File: config.mk
export PLATFORM = sky130hd
export DESIGN_NAME = pfm_pin_mux
export DESIGN_NICKNAME = d
export VERILOG_FILES = /design/src/hw/pfm_pkg.sv /design/src/hw/pfm_pin_mux.sv
export SDC_FILE = /design/constraint.sdc
export NUM_CORES = 1
export LEC_CHECK = 0
export ABC_AREA = 1
export BUFFER_PORTS_ARGS = -buffer_cell sky130_fd_sc_hd__buf_2
export CORE_MARGIN = 4
export CORE_UTILIZATION = 45
export CTS_BUF_LIST = sky130_fd_sc_hd__clkbuf_8 sky130_fd_sc_hd__clkbuf_16
export DETAILED_ROUTE_END_ITERATION = 6
export PLACE_DENSITY = 0.71
export SETUP_SLACK_MARGIN = 0.15
export SLEW_MARGIN = 15
export SYNTH_ARGS = -nofsm -noshare
export SYNTH_HDL_FRONTEND = slang
export SYNTH_SLANG_ARGS = --single-unit
File: constraint.sdc
create_clock -name clk -period 4.4 [get_ports clk]
set_clock_uncertainty 0.15 [all_clocks]
set_input_delay 0.22 -clock clk [delete_from_list [all_inputs] [get_ports clk]]
set_output_delay 0.22 -clock clk [all_outputs]
set_load 0.03 [all_outputs]
File: src/hw/pfm_pkg.sv
package pfm_pkg;

    // ------------------------------------------------------------
    // pin numbering: port a 0..5, port b 6..13, port c 14..17
    // ------------------------------------------------------------
    localparam int PFM_NPINS = 18;
    localparam int PFM_AW    = 8;
    localparam int PFM_DW    = 32;

    localparam int PFM_PIN_A0 = 0;
    localparam int PFM_PIN_A2 = 2;
    localparam int PFM_PIN_A3 = 3;
    localparam int PFM_PIN_A4 = 4;
    localparam int PFM_PIN_A5 = 5;
    localparam int PFM_PIN_B5 = 11;
    localparam int PFM_PIN_B6 = 12;
    localparam int PFM_PIN_B7 = 13;
    localparam int PFM_PIN_C0 = 14;
    localparam int PFM_PIN_C1 = 15;

    typedef logic [PFM_NPINS-1:0] pfm_pins_t;

    // pins b2..b5 and c0..c3 may join the ganged output
    localparam pfm_pins_t PFM_GANG_MASK = 18'h3cf00;

    // ------------------------------------------------------------
    // register byte offsets
    // ------------------------------------------------------------
    localparam logic [PFM_AW-1:0] PFM_OFS_DATA   = 8'h00;
    localparam logic [PFM_AW-1:0] PFM_OFS_DIR    = 8'h04;
    localparam logic [PFM_AW-1:0] PFM_OFS_PULL   = 8'h08;
    localparam logic [PFM_AW-1:0] PFM_OFS_DRIVE  = 8'h0c;
    localparam logic [PFM_AW-1:0] PFM_OFS_SLEW   = 8'h10;
    localparam logic [PFM_AW-1:0] PFM_OFS_GANG   = 8'h14;
    localparam logic [PFM_AW-1:0] PFM_OFS_OPTS1  = 8'h18;
    localparam logic [PFM_AW-1:0] PFM_OFS_OPTS2  = 8'h1c;
    localparam logic [PFM_AW-1:0] PFM_OFS_STATUS = 8'h20;

    // ------------------------------------------------------------
    // field positions and reset values
    // ------------------------------------------------------------
    localparam int PFM_O1_DBG_EN = 0;
    localparam int PFM_O1_RST_EN = 1;
    localparam int PFM_O2_I2C_PS = 0;
    localparam int PFM_O2_TMR_PS = 1;
    localparam int PFM_ST_MODE   = 0;
    localparam int PFM_ST_DBG_EN = 1;
    localparam int PFM_ST_RST_EN = 2;

    localparam pfm_pins_t PFM_RST_PINS = 18'h00000;
    localparam pfm_pins_t PFM_RST_PULL = 18'h00010;
    localparam logic      PFM_RST_DBG  = 1'b1;
    localparam logic      PFM_RST_RPE  = 1'b0;
    localparam logic      PFM_RST_SEL  = 1'b0;

    // debug link bit time in debug clock cycles
    localparam int PFM_DBG_BIT_CYCLES = 16;

    typedef enum logic [0:0] {
        PFM_MODE_RUN = 1'b0,
        PFM_MODE_BDM = 1'b1
    } pfm_mode_t;

    // one peripheral function offered to a pin
    typedef struct packed {
        logic en;
        logic o;
        logic oe;
    } pfm_fn_t;

    typedef struct packed {
        pfm_pins_t en;
        pfm_pins_t o;
        pfm_pins_t oe;
    } pfm_vec_t;

    typedef struct packed {
        logic              psel;
        logic              penable;
        logic              pwrite;
        logic [PFM_AW-1:0] paddr;
        logic [PFM_DW-1:0] pwdata;
    } pfm_apb_req_t;

endpackage

File: src/hw/pfm_pin_mux.sv
// Overview of operation
// sample debug pin as mode during reset; the code samples it only on power-on or forced reset
// debug pin serves debug link after reset
// debug enable turns on pin pull-up
// every reset sets debug pin enable
// high mode pin gives run mode
// low mode pin gives background mode
// debug bit time is sixteen cycles
// debug controller speed-up pulses drive high
// outputs get drive strength and slew
// inputs may enable pull-up
// reset leaves pins input, pull-up off; the code resets pin a4 with its pull-up on
// direction bit selects port read source
// peripheral drives output buffer enable
// i2c pins movable, default a2/a3
// timer pins movable, default a0/b5
// ganged output beats digital peripherals
// gang pins copy port c bit zero
// comparator and converter share pin
// reset pin never drives high
// higher alternate function wins the pin
// reset pin enable holds until power-on
//
// Added by the designer: register access over APB and the placing of the registers.
module pfm_pin_mux #(
    parameter int DBG_BIT_CYCLES = pfm_pkg::PFM_DBG_BIT_CYCLES
) (
    // clock, reset, enable
    input  wire logic                      clk,
    input  wire logic                      rst,
    input  wire logic                      ce,
    // apb slave
    input  wire pfm_pkg::pfm_apb_req_t     apb_req,
    output logic [pfm_pkg::PFM_DW-1:0]     prdata,
    output logic                           pready,
    output logic                           pslverr,
    // reset causes and reset pin
    input  wire logic                      por_reset,
    input  wire logic                      force_reset,
    input  wire logic                      reset_drive_low,
    output logic                           ext_reset_req,
    output logic                           active_background,
    // background debug controller
    input  wire pfm_pkg::pfm_fn_t          dbg_drive,
    output logic                           dbg_in,
    output logic                           debug_bit_tick,
    // relocatable peripherals
    input  wire pfm_pkg::pfm_fn_t          i2c_scl,
    input  wire pfm_pkg::pfm_fn_t          i2c_sda,
    input  wire pfm_pkg::pfm_fn_t          tmr1_ch0,
    input  wire pfm_pkg::pfm_fn_t          tmr1_ch1,
    output logic                           i2c_scl_in,
    output logic                           i2c_sda_in,
    output logic                           tmr1_ch0_in,
    output logic                           tmr1_ch1_in,
    // fixed alternate functions, already ranked per pin
    input  wire pfm_pkg::pfm_vec_t         alt_fn,
    // analog claims
    input  wire pfm_pkg::pfm_pins_t        adc_en,
    input  wire pfm_pkg::pfm_pins_t        acmp_en,
    output pfm_pkg::pfm_pins_t             analog_connect,
    // pads
    input  wire pfm_pkg::pfm_pins_t        pad_in,
    output pfm_pkg::pfm_pins_t             pad_out,
    output pfm_pkg::pfm_pins_t             pad_oe,
    output pfm_pkg::pfm_pins_t             pad_pullup,
    output pfm_pkg::pfm_pins_t             pad_drive_high,
    output pfm_pkg::pfm_pins_t             pad_slew
);
    import pfm_pkg::*;

    // ------------------------------------------------------------
    // helpers
    // ------------------------------------------------------------
    function automatic pfm_vec_t place(input pfm_fn_t f, input int idx);
        pfm_vec_t v;
        v = '0;
        v.en[idx] = f.en;
        v.o[idx]  = f.o;
        v.oe[idx] = f.oe;
        return v;
    endfunction

    function automatic int pick(input logic sel, input int a, input int b);
        return sel ? b : a;
    endfunction

    // ------------------------------------------------------------
    // state
    // ------------------------------------------------------------
    pfm_pins_t data_reg;
    pfm_pins_t dir_reg;
    pfm_pins_t pull_reg;
    pfm_pins_t drive_reg;
    pfm_pins_t slew_reg;
    pfm_pins_t gang_reg;
    logic      dbg_en_reg;
    logic      rst_en_reg;
    logic      i2c_ps_reg;
    logic      tmr_ps_reg;
    pfm_mode_t mode_reg;
    logic [3:0] bit_cnt_reg;
    logic      tick_reg;
    logic [PFM_DW-1:0] prdata_reg;
    logic      err_reg;
    pfm_pins_t out_reg;
    pfm_pins_t oe_reg;
    pfm_pins_t pu_reg;
    pfm_pins_t dh_reg;
    pfm_pins_t sl_reg;
    pfm_pins_t ana_reg;
    logic      ext_rst_reg;
    logic      dbg_in_reg;
    logic [3:0] pin_in_reg;

    // ------------------------------------------------------------
    // apb decode
    // ------------------------------------------------------------
    wire logic setup_rd = apb_req.psel & ~apb_req.penable & ~apb_req.pwrite;
    wire logic setup    = apb_req.psel & ~apb_req.penable;
    wire logic wr       = apb_req.psel & apb_req.penable & apb_req.pwrite;
    wire logic [PFM_AW-1:0] adr = apb_req.paddr;
    wire pfm_pins_t wd  = apb_req.pwdata[PFM_NPINS-1:0];

    wire logic hit_data  = adr == PFM_OFS_DATA;
    wire logic hit_dir   = adr == PFM_OFS_DIR;
    wire logic hit_pull  = adr == PFM_OFS_PULL;
    wire logic hit_drive = adr == PFM_OFS_DRIVE;
    wire logic hit_slew  = adr == PFM_OFS_SLEW;
    wire logic hit_gang  = adr == PFM_OFS_GANG;
    wire logic hit_o1    = adr == PFM_OFS_OPTS1;
    wire logic hit_o2    = adr == PFM_OFS_OPTS2;
    wire logic hit_st    = adr == PFM_OFS_STATUS;
    wire logic mapped    = hit_data | hit_dir | hit_pull | hit_drive | hit_slew
                         | hit_gang | hit_o1 | hit_o2 | hit_st;

    // reading the data register follows the direction bit per pin
    wire pfm_pins_t port_rd = (dir_reg & data_reg) | (~dir_reg & pad_in);

    wire logic [PFM_DW-1:0] opts1_rd = PFM_DW'({rst_en_reg, dbg_en_reg});
    wire logic [PFM_DW-1:0] opts2_rd = PFM_DW'({tmr_ps_reg, i2c_ps_reg});
    wire logic [PFM_DW-1:0] stat_rd  = PFM_DW'({rst_en_reg, dbg_en_reg, mode_reg});

    wire logic [PFM_DW-1:0] rd_mux =
        hit_data  ? PFM_DW'(port_rd)   :
        hit_dir   ? PFM_DW'(dir_reg)   :
        hit_pull  ? PFM_DW'(pull_reg)  :
        hit_drive ? PFM_DW'(drive_reg) :
        hit_slew  ? PFM_DW'(slew_reg)  :
        hit_gang  ? PFM_DW'(gang_reg & PFM_GANG_MASK) :
        hit_o1    ? opts1_rd :
        hit_o2    ? opts2_rd :
        hit_st    ? stat_rd  : '0;

    // ------------------------------------------------------------
    // relocatable functions
    // ------------------------------------------------------------
    wire integer scl_pin = pick(i2c_ps_reg, PFM_PIN_A3, PFM_PIN_B7);
    wire integer sda_pin = pick(i2c_ps_reg, PFM_PIN_A2, PFM_PIN_B6);
    wire integer ch0_pin = pick(tmr_ps_reg, PFM_PIN_A0, PFM_PIN_C0);
    wire integer ch1_pin = pick(tmr_ps_reg, PFM_PIN_B5, PFM_PIN_C1);

    // the four relocatable functions never share a pin, so or-ing is safe
    wire pfm_vec_t v_scl = place(i2c_scl, scl_pin);
    wire pfm_vec_t v_sda = place(i2c_sda, sda_pin);
    wire pfm_vec_t v_ch0 = place(tmr1_ch0, ch0_pin);
    wire pfm_vec_t v_ch1 = place(tmr1_ch1, ch1_pin);
    wire pfm_vec_t reloc = v_scl | v_sda | v_ch0 | v_ch1;

    // ------------------------------------------------------------
    // per-pin ownership
    // ------------------------------------------------------------
    pfm_pins_t nx_o;
    pfm_pins_t nx_oe;
    pfm_pins_t nx_pu;
    pfm_pins_t nx_dh;
    pfm_pins_t nx_sl;
    pfm_pins_t nx_ana;

    wire pfm_pins_t gang_on = gang_reg & PFM_GANG_MASK;

    genvar i;
    generate
        for (i = 0; i < PFM_NPINS; i++) begin : g_pin
            wire logic ana  = adc_en[i] | acmp_en[i];
            // rank: gang, relocated peripheral, fixed alternate, port
            wire logic d_o  = gang_on[i]  ? data_reg[PFM_PIN_C0] :
                              reloc.en[i] ? reloc.o[i] :
                              alt_fn.en[i] ? alt_fn.o[i] : data_reg[i];
            wire logic d_oe = gang_on[i]  ? 1'b1 :
                              reloc.en[i] ? reloc.oe[i] :
                              alt_fn.en[i] ? alt_fn.oe[i] : dir_reg[i];
            wire logic g_oe = d_oe & ~ana;
            if (i == PFM_PIN_A4) begin : g_dbg
                // debug controller owns the buffer, incl. speed-up pulses
                assign nx_o[i]  = dbg_en_reg ? dbg_drive.o : d_o;
                assign nx_oe[i] = dbg_en_reg ? dbg_drive.oe : g_oe;
                assign nx_pu[i] = dbg_en_reg | (pull_reg[i] & ~g_oe);
            end else if (i == PFM_PIN_A5) begin : g_rst
                // only ever pulls low: an active high could fight the line
                assign nx_o[i]  = rst_en_reg ? 1'b0 : d_o;
                assign nx_oe[i] = rst_en_reg ? reset_drive_low
                                             : (g_oe & ~d_o);
                assign nx_pu[i] = rst_en_reg | (pull_reg[i] & ~g_oe);
            end else begin : g_io
                assign nx_o[i]  = d_o;
                assign nx_oe[i] = g_oe;
                assign nx_pu[i] = pull_reg[i] & ~g_oe;
            end
            assign nx_dh[i]  = gang_on[i] ? drive_reg[PFM_PIN_C0] : drive_reg[i];
            assign nx_sl[i]  = gang_on[i] ? slew_reg[PFM_PIN_C0] : slew_reg[i];
            assign nx_ana[i] = ana;
        end
    endgenerate

    // ------------------------------------------------------------
    // software registers
    // ------------------------------------------------------------
    always_ff @(posedge clk) begin
        if (rst) begin
            data_reg  <= PFM_RST_PINS;
            dir_reg   <= PFM_RST_PINS;
            pull_reg  <= PFM_RST_PINS;
            drive_reg <= PFM_RST_PINS;
            slew_reg  <= PFM_RST_PINS;
            gang_reg  <= PFM_RST_PINS;
            i2c_ps_reg <= PFM_RST_SEL;
            tmr_ps_reg <= PFM_RST_SEL;
        end else if (ce && wr) begin
            if (hit_data) data_reg <= wd;
            if (hit_dir) dir_reg <= wd;
            if (hit_pull) pull_reg <= wd;
            if (hit_drive) drive_reg <= wd;
            if (hit_slew) slew_reg <= wd;
            if (hit_gang) gang_reg <= wd & PFM_GANG_MASK;
            if (hit_o2) begin
                i2c_ps_reg <= apb_req.pwdata[PFM_O2_I2C_PS];
                tmr_ps_reg <= apb_req.pwdata[PFM_O2_TMR_PS];
            end
        end
    end

    // ------------------------------------------------------------
    // option bits and boot mode
    // ------------------------------------------------------------
    always_ff @(posedge clk) begin
        if (rst) begin
            dbg_en_reg <= PFM_RST_DBG;
            if (por_reset) rst_en_reg <= PFM_RST_RPE;
            // the pin level held at release decides the mode
            if (por_reset || force_reset) begin
                mode_reg <= pad_in[PFM_PIN_A4] ? PFM_MODE_RUN
                                               : PFM_MODE_BDM;
            end
        end else if (ce && wr && hit_o1) begin
            dbg_en_reg <= apb_req.pwdata[PFM_O1_DBG_EN];
            // once set it sticks; only power-on clears it
            rst_en_reg <= rst_en_reg | apb_req.pwdata[PFM_O1_RST_EN];
        end
    end

    // ------------------------------------------------------------
    // debug bit-time tick
    // ------------------------------------------------------------
    wire logic bit_last = bit_cnt_reg == 4'(DBG_BIT_CYCLES - 1);

    always_ff @(posedge clk) begin
        if (rst || !dbg_en_reg) begin
            bit_cnt_reg <= '0;
            tick_reg    <= 1'b0;
        end else if (ce) begin
            bit_cnt_reg <= bit_last ? '0 : bit_cnt_reg + 4'h1;
            tick_reg    <= bit_last;
        end
    end

    // ------------------------------------------------------------
    // apb answer
    // ------------------------------------------------------------
    always_ff @(posedge clk) begin
        if (rst) begin
            prdata_reg <= '0;
            err_reg    <= 1'b0;
        end else if (ce && setup) begin
            prdata_reg <= setup_rd && mapped ? rd_mux : '0;
            err_reg    <= ~mapped;
        end
    end

    // ------------------------------------------------------------
    // pad and peripheral output flops
    // ------------------------------------------------------------
    always_ff @(posedge clk) begin
        if (rst) begin
            out_reg <= PFM_RST_PINS;
            oe_reg  <= PFM_RST_PINS;
            pu_reg  <= PFM_RST_PULL;
            dh_reg  <= PFM_RST_PINS;
            sl_reg  <= PFM_RST_PINS;
            ana_reg <= PFM_RST_PINS;
            ext_rst_reg <= 1'b0;
            dbg_in_reg  <= 1'b1;
            pin_in_reg  <= '0;
        end else if (ce) begin
            out_reg <= nx_o;
            oe_reg  <= nx_oe;
            pu_reg  <= nx_pu;
            dh_reg  <= nx_dh;
            sl_reg  <= nx_sl;
            ana_reg <= nx_ana;
            ext_rst_reg <= rst_en_reg & ~pad_in[PFM_PIN_A5];
            dbg_in_reg  <= pad_in[PFM_PIN_A4] | ~dbg_en_reg;
            pin_in_reg  <= {pad_in[ch1_pin], pad_in[ch0_pin],
                            pad_in[sda_pin], pad_in[scl_pin]};
        end
    end

    assign prdata            = prdata_reg;
    assign pready            = ce;
    assign pslverr           = err_reg;
    assign ext_reset_req     = ext_rst_reg;
    assign active_background = mode_reg == PFM_MODE_BDM;
    assign dbg_in            = dbg_in_reg;
    assign debug_bit_tick    = tick_reg;
    assign i2c_scl_in        = pin_in_reg[0];
    assign i2c_sda_in        = pin_in_reg[1];
    assign tmr1_ch0_in       = pin_in_reg[2];
    assign tmr1_ch1_in       = pin_in_reg[3];
    assign analog_connect    = ana_reg;
    assign pad_out           = out_reg;
    assign pad_oe            = oe_reg;
    assign pad_pullup        = pu_reg;
    assign pad_drive_high    = dh_reg;
    assign pad_slew          = sl_reg;

endmodule

### Word level (Yosys, flattened, before mapping)

Cells that the tools add are included.

| cells by class | value |
|---|---|
| multiplexer cells | 145 |
| reductions and logical operators | 22 |
| bitwise gates (word level) | 133 |
| order comparisons | 8 |
| $add $sub $neg | 1 |
| equal/unequal tests | 10 |

Operators by type and width:

| cell | number |
|---|---|
| 18-bit AND | 14 |
| 54-bit bitwise OR | 3 |
| 18-bit 2-to-1 mux | 7 |
| 1-bit 2-to-1 mux | 122 |
| 1-bit AND | 42 |
| 1-bit inverter | 42 |
| 8-bit by 5-bit == test with 1-bit output (second input constant) | 4 |
| 1-bit bitwise OR | 30 |
| 4-bit by 6-bit < comparator with 1-bit output (second input constant) | 4 |
| 1-bit binary-select mux with 5-bit select | 4 |
| 1-bit demux with 5-bit select | 4 |
| 18-bit inverter | 1 |
| 18-bit bitwise OR | 1 |
| 2-bit AND reduction | 9 |
| 8-bit by 4-bit == test with 1-bit output (second input constant) | 2 |
| 4-bit by 1-bit >= comparator with 1-bit output (second input constant) | 4 |
| 4-bit 2-to-1 mux | 4 |
| 3-bit 2-to-1 mux | 4 |
| 8-bit by 3-bit == test with 1-bit output (second input constant) | 1 |
| 8-bit by 6-bit == test with 1-bit output (second input constant) | 1 |
| 1-bit logical AND | 8 |
| 8-bit logical NOT | 1 |
| 4-bit by 1-bit adder with 4-bit output (second input constant) | 1 |
| 4-bit == test (second input constant) | 1 |
| other kinds (4) | 5 |

| word-level totals | value |
|---|---|
| bits in registers | 255 |
| bits of input ports | 172 |
| logic and storage cells | 343 |
| output and inout port bits | 150 |

### Logic depth before layout (Yosys ltp)

| depth | value |
|---|---|
| depth in word-level cells | 14 |
| depth in mapped cells | 12 |
| gate-level depth less buffers | 11 |

### Least setup slack after synthesis

No wires, ideal clock.

| path | value |
|---|---|
| path type | input-to-reg |
| start point | input port rst |
| end point | register rst_en_reg, enable pin |
| cell stages on the path | 6 |
| data required time | 3.958 ns |
| slack | 2.782 ns |
| setup time | 0.292 ns |
| arrival | 1.177 ns |
| path through | clkbuf_1 > inv_1 > clkbuf_1 > clkbuf_1 > nand2_1 > nand2_1 |

| between the ends | value |
|---|---|
| longest elaborated chain between the ends | 2 |

Ends and longest elaborated chain:

| what | line | source |
|---|---|---|
| from (decl) | pfm_pin_mux.sv:30 | `input wire logic rst,` |
| 2-bit by 1-bit != test with 1-bit output (no line) / 2-bit nonzero test (equally long branches) | -- |  |
| 2-bit AND reduction (no line) * | -- |  |
| to (signal assigned) | pfm_pin_mux.sv:258 | `rst_en_reg <= rst_en_reg \| apb_req.pwdata[PFM_O1_RST_EN];` |
| to (decl) | pfm_pin_mux.sv:98 | `logic rst_en_reg;` |

Every way passes the cells marked *; elsewhere a longest branch is shown, timed or not.
A chain may end at the register's enable or synchronous reset.

==> impl_metrics.tcl <==
set metrics [dict create \
    drive_above_1_share 0.2094 \
    crit_buf_inv 5 \
    dieArea_um2 26660 \
    fin_ws_ns 1.365 \
    hold_start "alt_fn[38]" \
    cts_tree "built" \
    cap_violations 0 \
    p_leak_nw 6.551 \
    min_path_cells 5 \
    postCtsHoldBufs 131 \
    drv_slew 0 \
    syn2layout_area_growth_pct 34.87 \
    r2r-end "pad_out[3]$_SDFFE_PP0P_" \
    layout_commonest_cell "buf_2" \
    grt_pass1_wl_um 63940 \
    wl_um 42270 \
    vdd_drop_max_v 0.0002138 \
    hpwlAfterDp_um 29410 \
    critPathKind "input pin to register" \
    synth_top_area_frac 0.4409 \
    regToRegSetupSlack_ns 1.68 \
    io_buffer_count 292 \
    path_cells "dlygate4sd3_1 > buf_4 > clkinv_2 > buf_12 > o21ai_0 > a31oi_1 > dlygate4sd3_1" \
    yosysSeqAreaShare 0.4464 \
    setup_violations 0 \
    cts_setup_buffers 0 \
    grt_pass1_vias 11440 \
    muxShareOfSynthArea 0.002998 \
    critPathCaptureType "register" \
    pin_count 322 \
    num_vias 11950 \
    ys_top_cells_by_area "dfxtp_1 (44%), nand2_1 (8.4%), o21ai_0 (8.1%), a21oi_1 (7.8%), nor2_1 (6.7%)" \
    yosysUniqueCellTypes 38 \
    grt_remaining_overflow 0 \
    rsz0062_at_grt "false" \
    groute.usage.overall 0.3044 \
    rows 56 \
    cts_buffers 27 \
    cts_resized 0 \
    die_height_um 163.3 \
    ys_warn_count 0 \
    crit_family "buffers and inverters" \
    firstDrtPassIters 6 \
    startpoint_type "input pin" \
    cts.sinks 241 \
    post_drt_wl_per_cell_um 19.12 \
    cp_slowest_cell "clkinv_2" \
    max_slew_margin 0.3790 \
    first_iter_violations 1414 \
    cp_common_cell "dlygate4sd3_1" \
    clockRootBuffer "clkbuf_16" \
    cts_buffer_depth 3 \
    viasPerCell 5.407 \
    max_freq_mhz 329.5 \
    grt_max_degree 94 \
    worstMarginPinSlew_ns 0.9281 \
    die_x_um 163.3 \
    finalCritPeriodShare 0.6898 \
    synth_area_leader_cell "dfxtp_1" \
    final_nets 2044 \
    synth_top_family_by_area "compound AO/OA/AOI/OAI gates" \
    synth_compound_area_frac 0.2380 \
    synth_xor_area_frac 0.0008071 \
    place_ws_ns 1.792 \
    clkTransAtPathRegs_ns 0.06 \
    synth_fa_ha_area_frac 0.001153 \
    ant_nets 0 \
    hold_path.class "input pin to register" \
    synth.ff_latch_count 241 \
    antenna_found_initial 4 \
    drc_errors 0 \
    critPathRequiredTime_ns 4.67 \
    status "finished, final reports clean" \
    finalHoldViolCount 0 \
    slowest_delay_ns 0.72 \
    gp_congestion 0.9272 \
    layout_min_cycle_time_ns 3.035 \
    mappedNetlistArea_um2 10850 \
    finish.utilization 0.6198 \
    final_cell_mix "buf_2 (290), nand2_1 (244), dfxtp_1 (239)" \
    syn_avg_cell_area_um2 7.283 \
    arrival_ns 3.31 \
    core_um2 23610 \
    start_util 0.4596 \
    finalSetupTns_ns 0 \
    clock_latency_ns 0.54 \
    htreeDepth 1 \
    min_delay_worst_endpoint "pad_oe[2]$_SDFFE_PP0P_" \
    p_per_area_nw_per_um2 361.4 \
    ff2ff_path_depth 8 \
    cp_max_fo 93 \
    post_synth_inst_count 1490 \
    synth-simple-area-share 0.2158 \
    r2r_start "i2c_ps_reg$_SDFFE_PP0P_" \
]
[worst register-to-register path: stages, from the launching register on]
cell and delay, ns:
dfxtp_1 0.56, inv_1 0.26, nand2_1 0.13, inv_1 0.07
a21oi_1 0.13, o21ai_0 0.11, dlygate4sd3_1 0.57, a31oi_1 0.12
dlygate4sd3_1 0.57
[cells in the mapped netlist]
library cell,n
a211oi_1,42
a211oi_2,12
a21oi_1,170
a31oi_1,18
and3_1,1
buf_1,3
buf_2,15
buf_4,22
buf_6,4
clkbuf_1,50
clkinv_1,2
conb_1,1
dfxtp_1,239
edfxtp_1,2
ha_1,1
inv_1,137
inv_2,5
mux2_2,2
mux2i_1,1
nand2_1,244
nand2_2,2
nand2_4,1
nand3_1,72
nand3_2,3
nand3b_1,2
nand4_1,5
nand4_4,1
nor2_1,195
nor2_2,8
nor2_4,9
nor3_1,4
nor3_4,1
nor4_1,1
o211ai_1,34
o21ai_0,175
o31ai_1,3
or2_2,2
xor2_1,1
[power breakdown]
| part | switching, W | internal, W | total [W] |
|---|---|---|---|
| clock network | 0.000920 | 0.00145 | 0.00237 |
| logic | 0.000411 | 0.000236 | 0.000648 |
| registers | 0.0000312 | 0.00224 | 0.00227 |
| total | 0.00136 | 0.00393 | 0.00529 |
[cells by family (layout without fill, tap and decap cells)]
group	count (synthesis)	in the layout
AOI/OAI and AO/OA	454	454
xor gates and xnor gates	1	1
adders and majority gates	1	1
buffers and inverters	238	626
DFF	241	241
muxes	3	3
other	1	15
and+or+nand+nor	551	551
[area by class of cell]
class                      instances  area (um^2)
sequential                       241         4845
inverter                         144        541.8
antenna                            1        2.502
fill                            2085         8977
tap                              319        399.1
multi-input combinational       1024         5031
clock inverter                    13        151.4
timing repair buffer             433         2865
clock buffer                      36        799.5
[through the flow]
stage	hold WS (ns)	std cells	power, W	instance area (um^2)
floorplan	0.1964	1503	0.002649	10900
global placement	0.3003	2030	0.002854	12370
detailed placement	0.3050	2030	0.002860	12370
CTS	0.0008219	2210	0.005293	14630
global route	0.02089	2211	0.005457	14640
finish	0.006277	2211	0.005290	14640
[how the worst max path moves through the flow]
stage / depth (start not counted) / from / slack [ns] / to
floorplan: 6 / rst / 2.78 / rst_en_reg$_SDFFCE_PP0P_
global placement: 9 / apb_req[33] / 1.93 / data_reg[13]$_SDFFE_PP0P_
detailed placement: 9 / apb_req[33] / 1.79 / data_reg[0]$_SDFFE_PP0P_
CTS: 7 / rst / 1.53 / analog_connect[8]$_SDFFE_PP0P_
global route: 7 / rst / 1.30 / analog_connect[3]$_SDFFE_PP0P_
finish: 7 / rst / 1.36 / analog_connect[3]$_SDFFE_PP0P_
[layer usage]
metal  routed length (um)  vias up  share of wire  track usage
li1                     -     5721              -            -
met1                17700     5464           0.42       0.4105
met2                18820      649           0.45       0.4892
met3                 4092      114          0.097      0.05905
met4                 1616        6          0.038       0.1071
met5                   40        -        0.00095            0
Power figures use the tool's default switching activity.
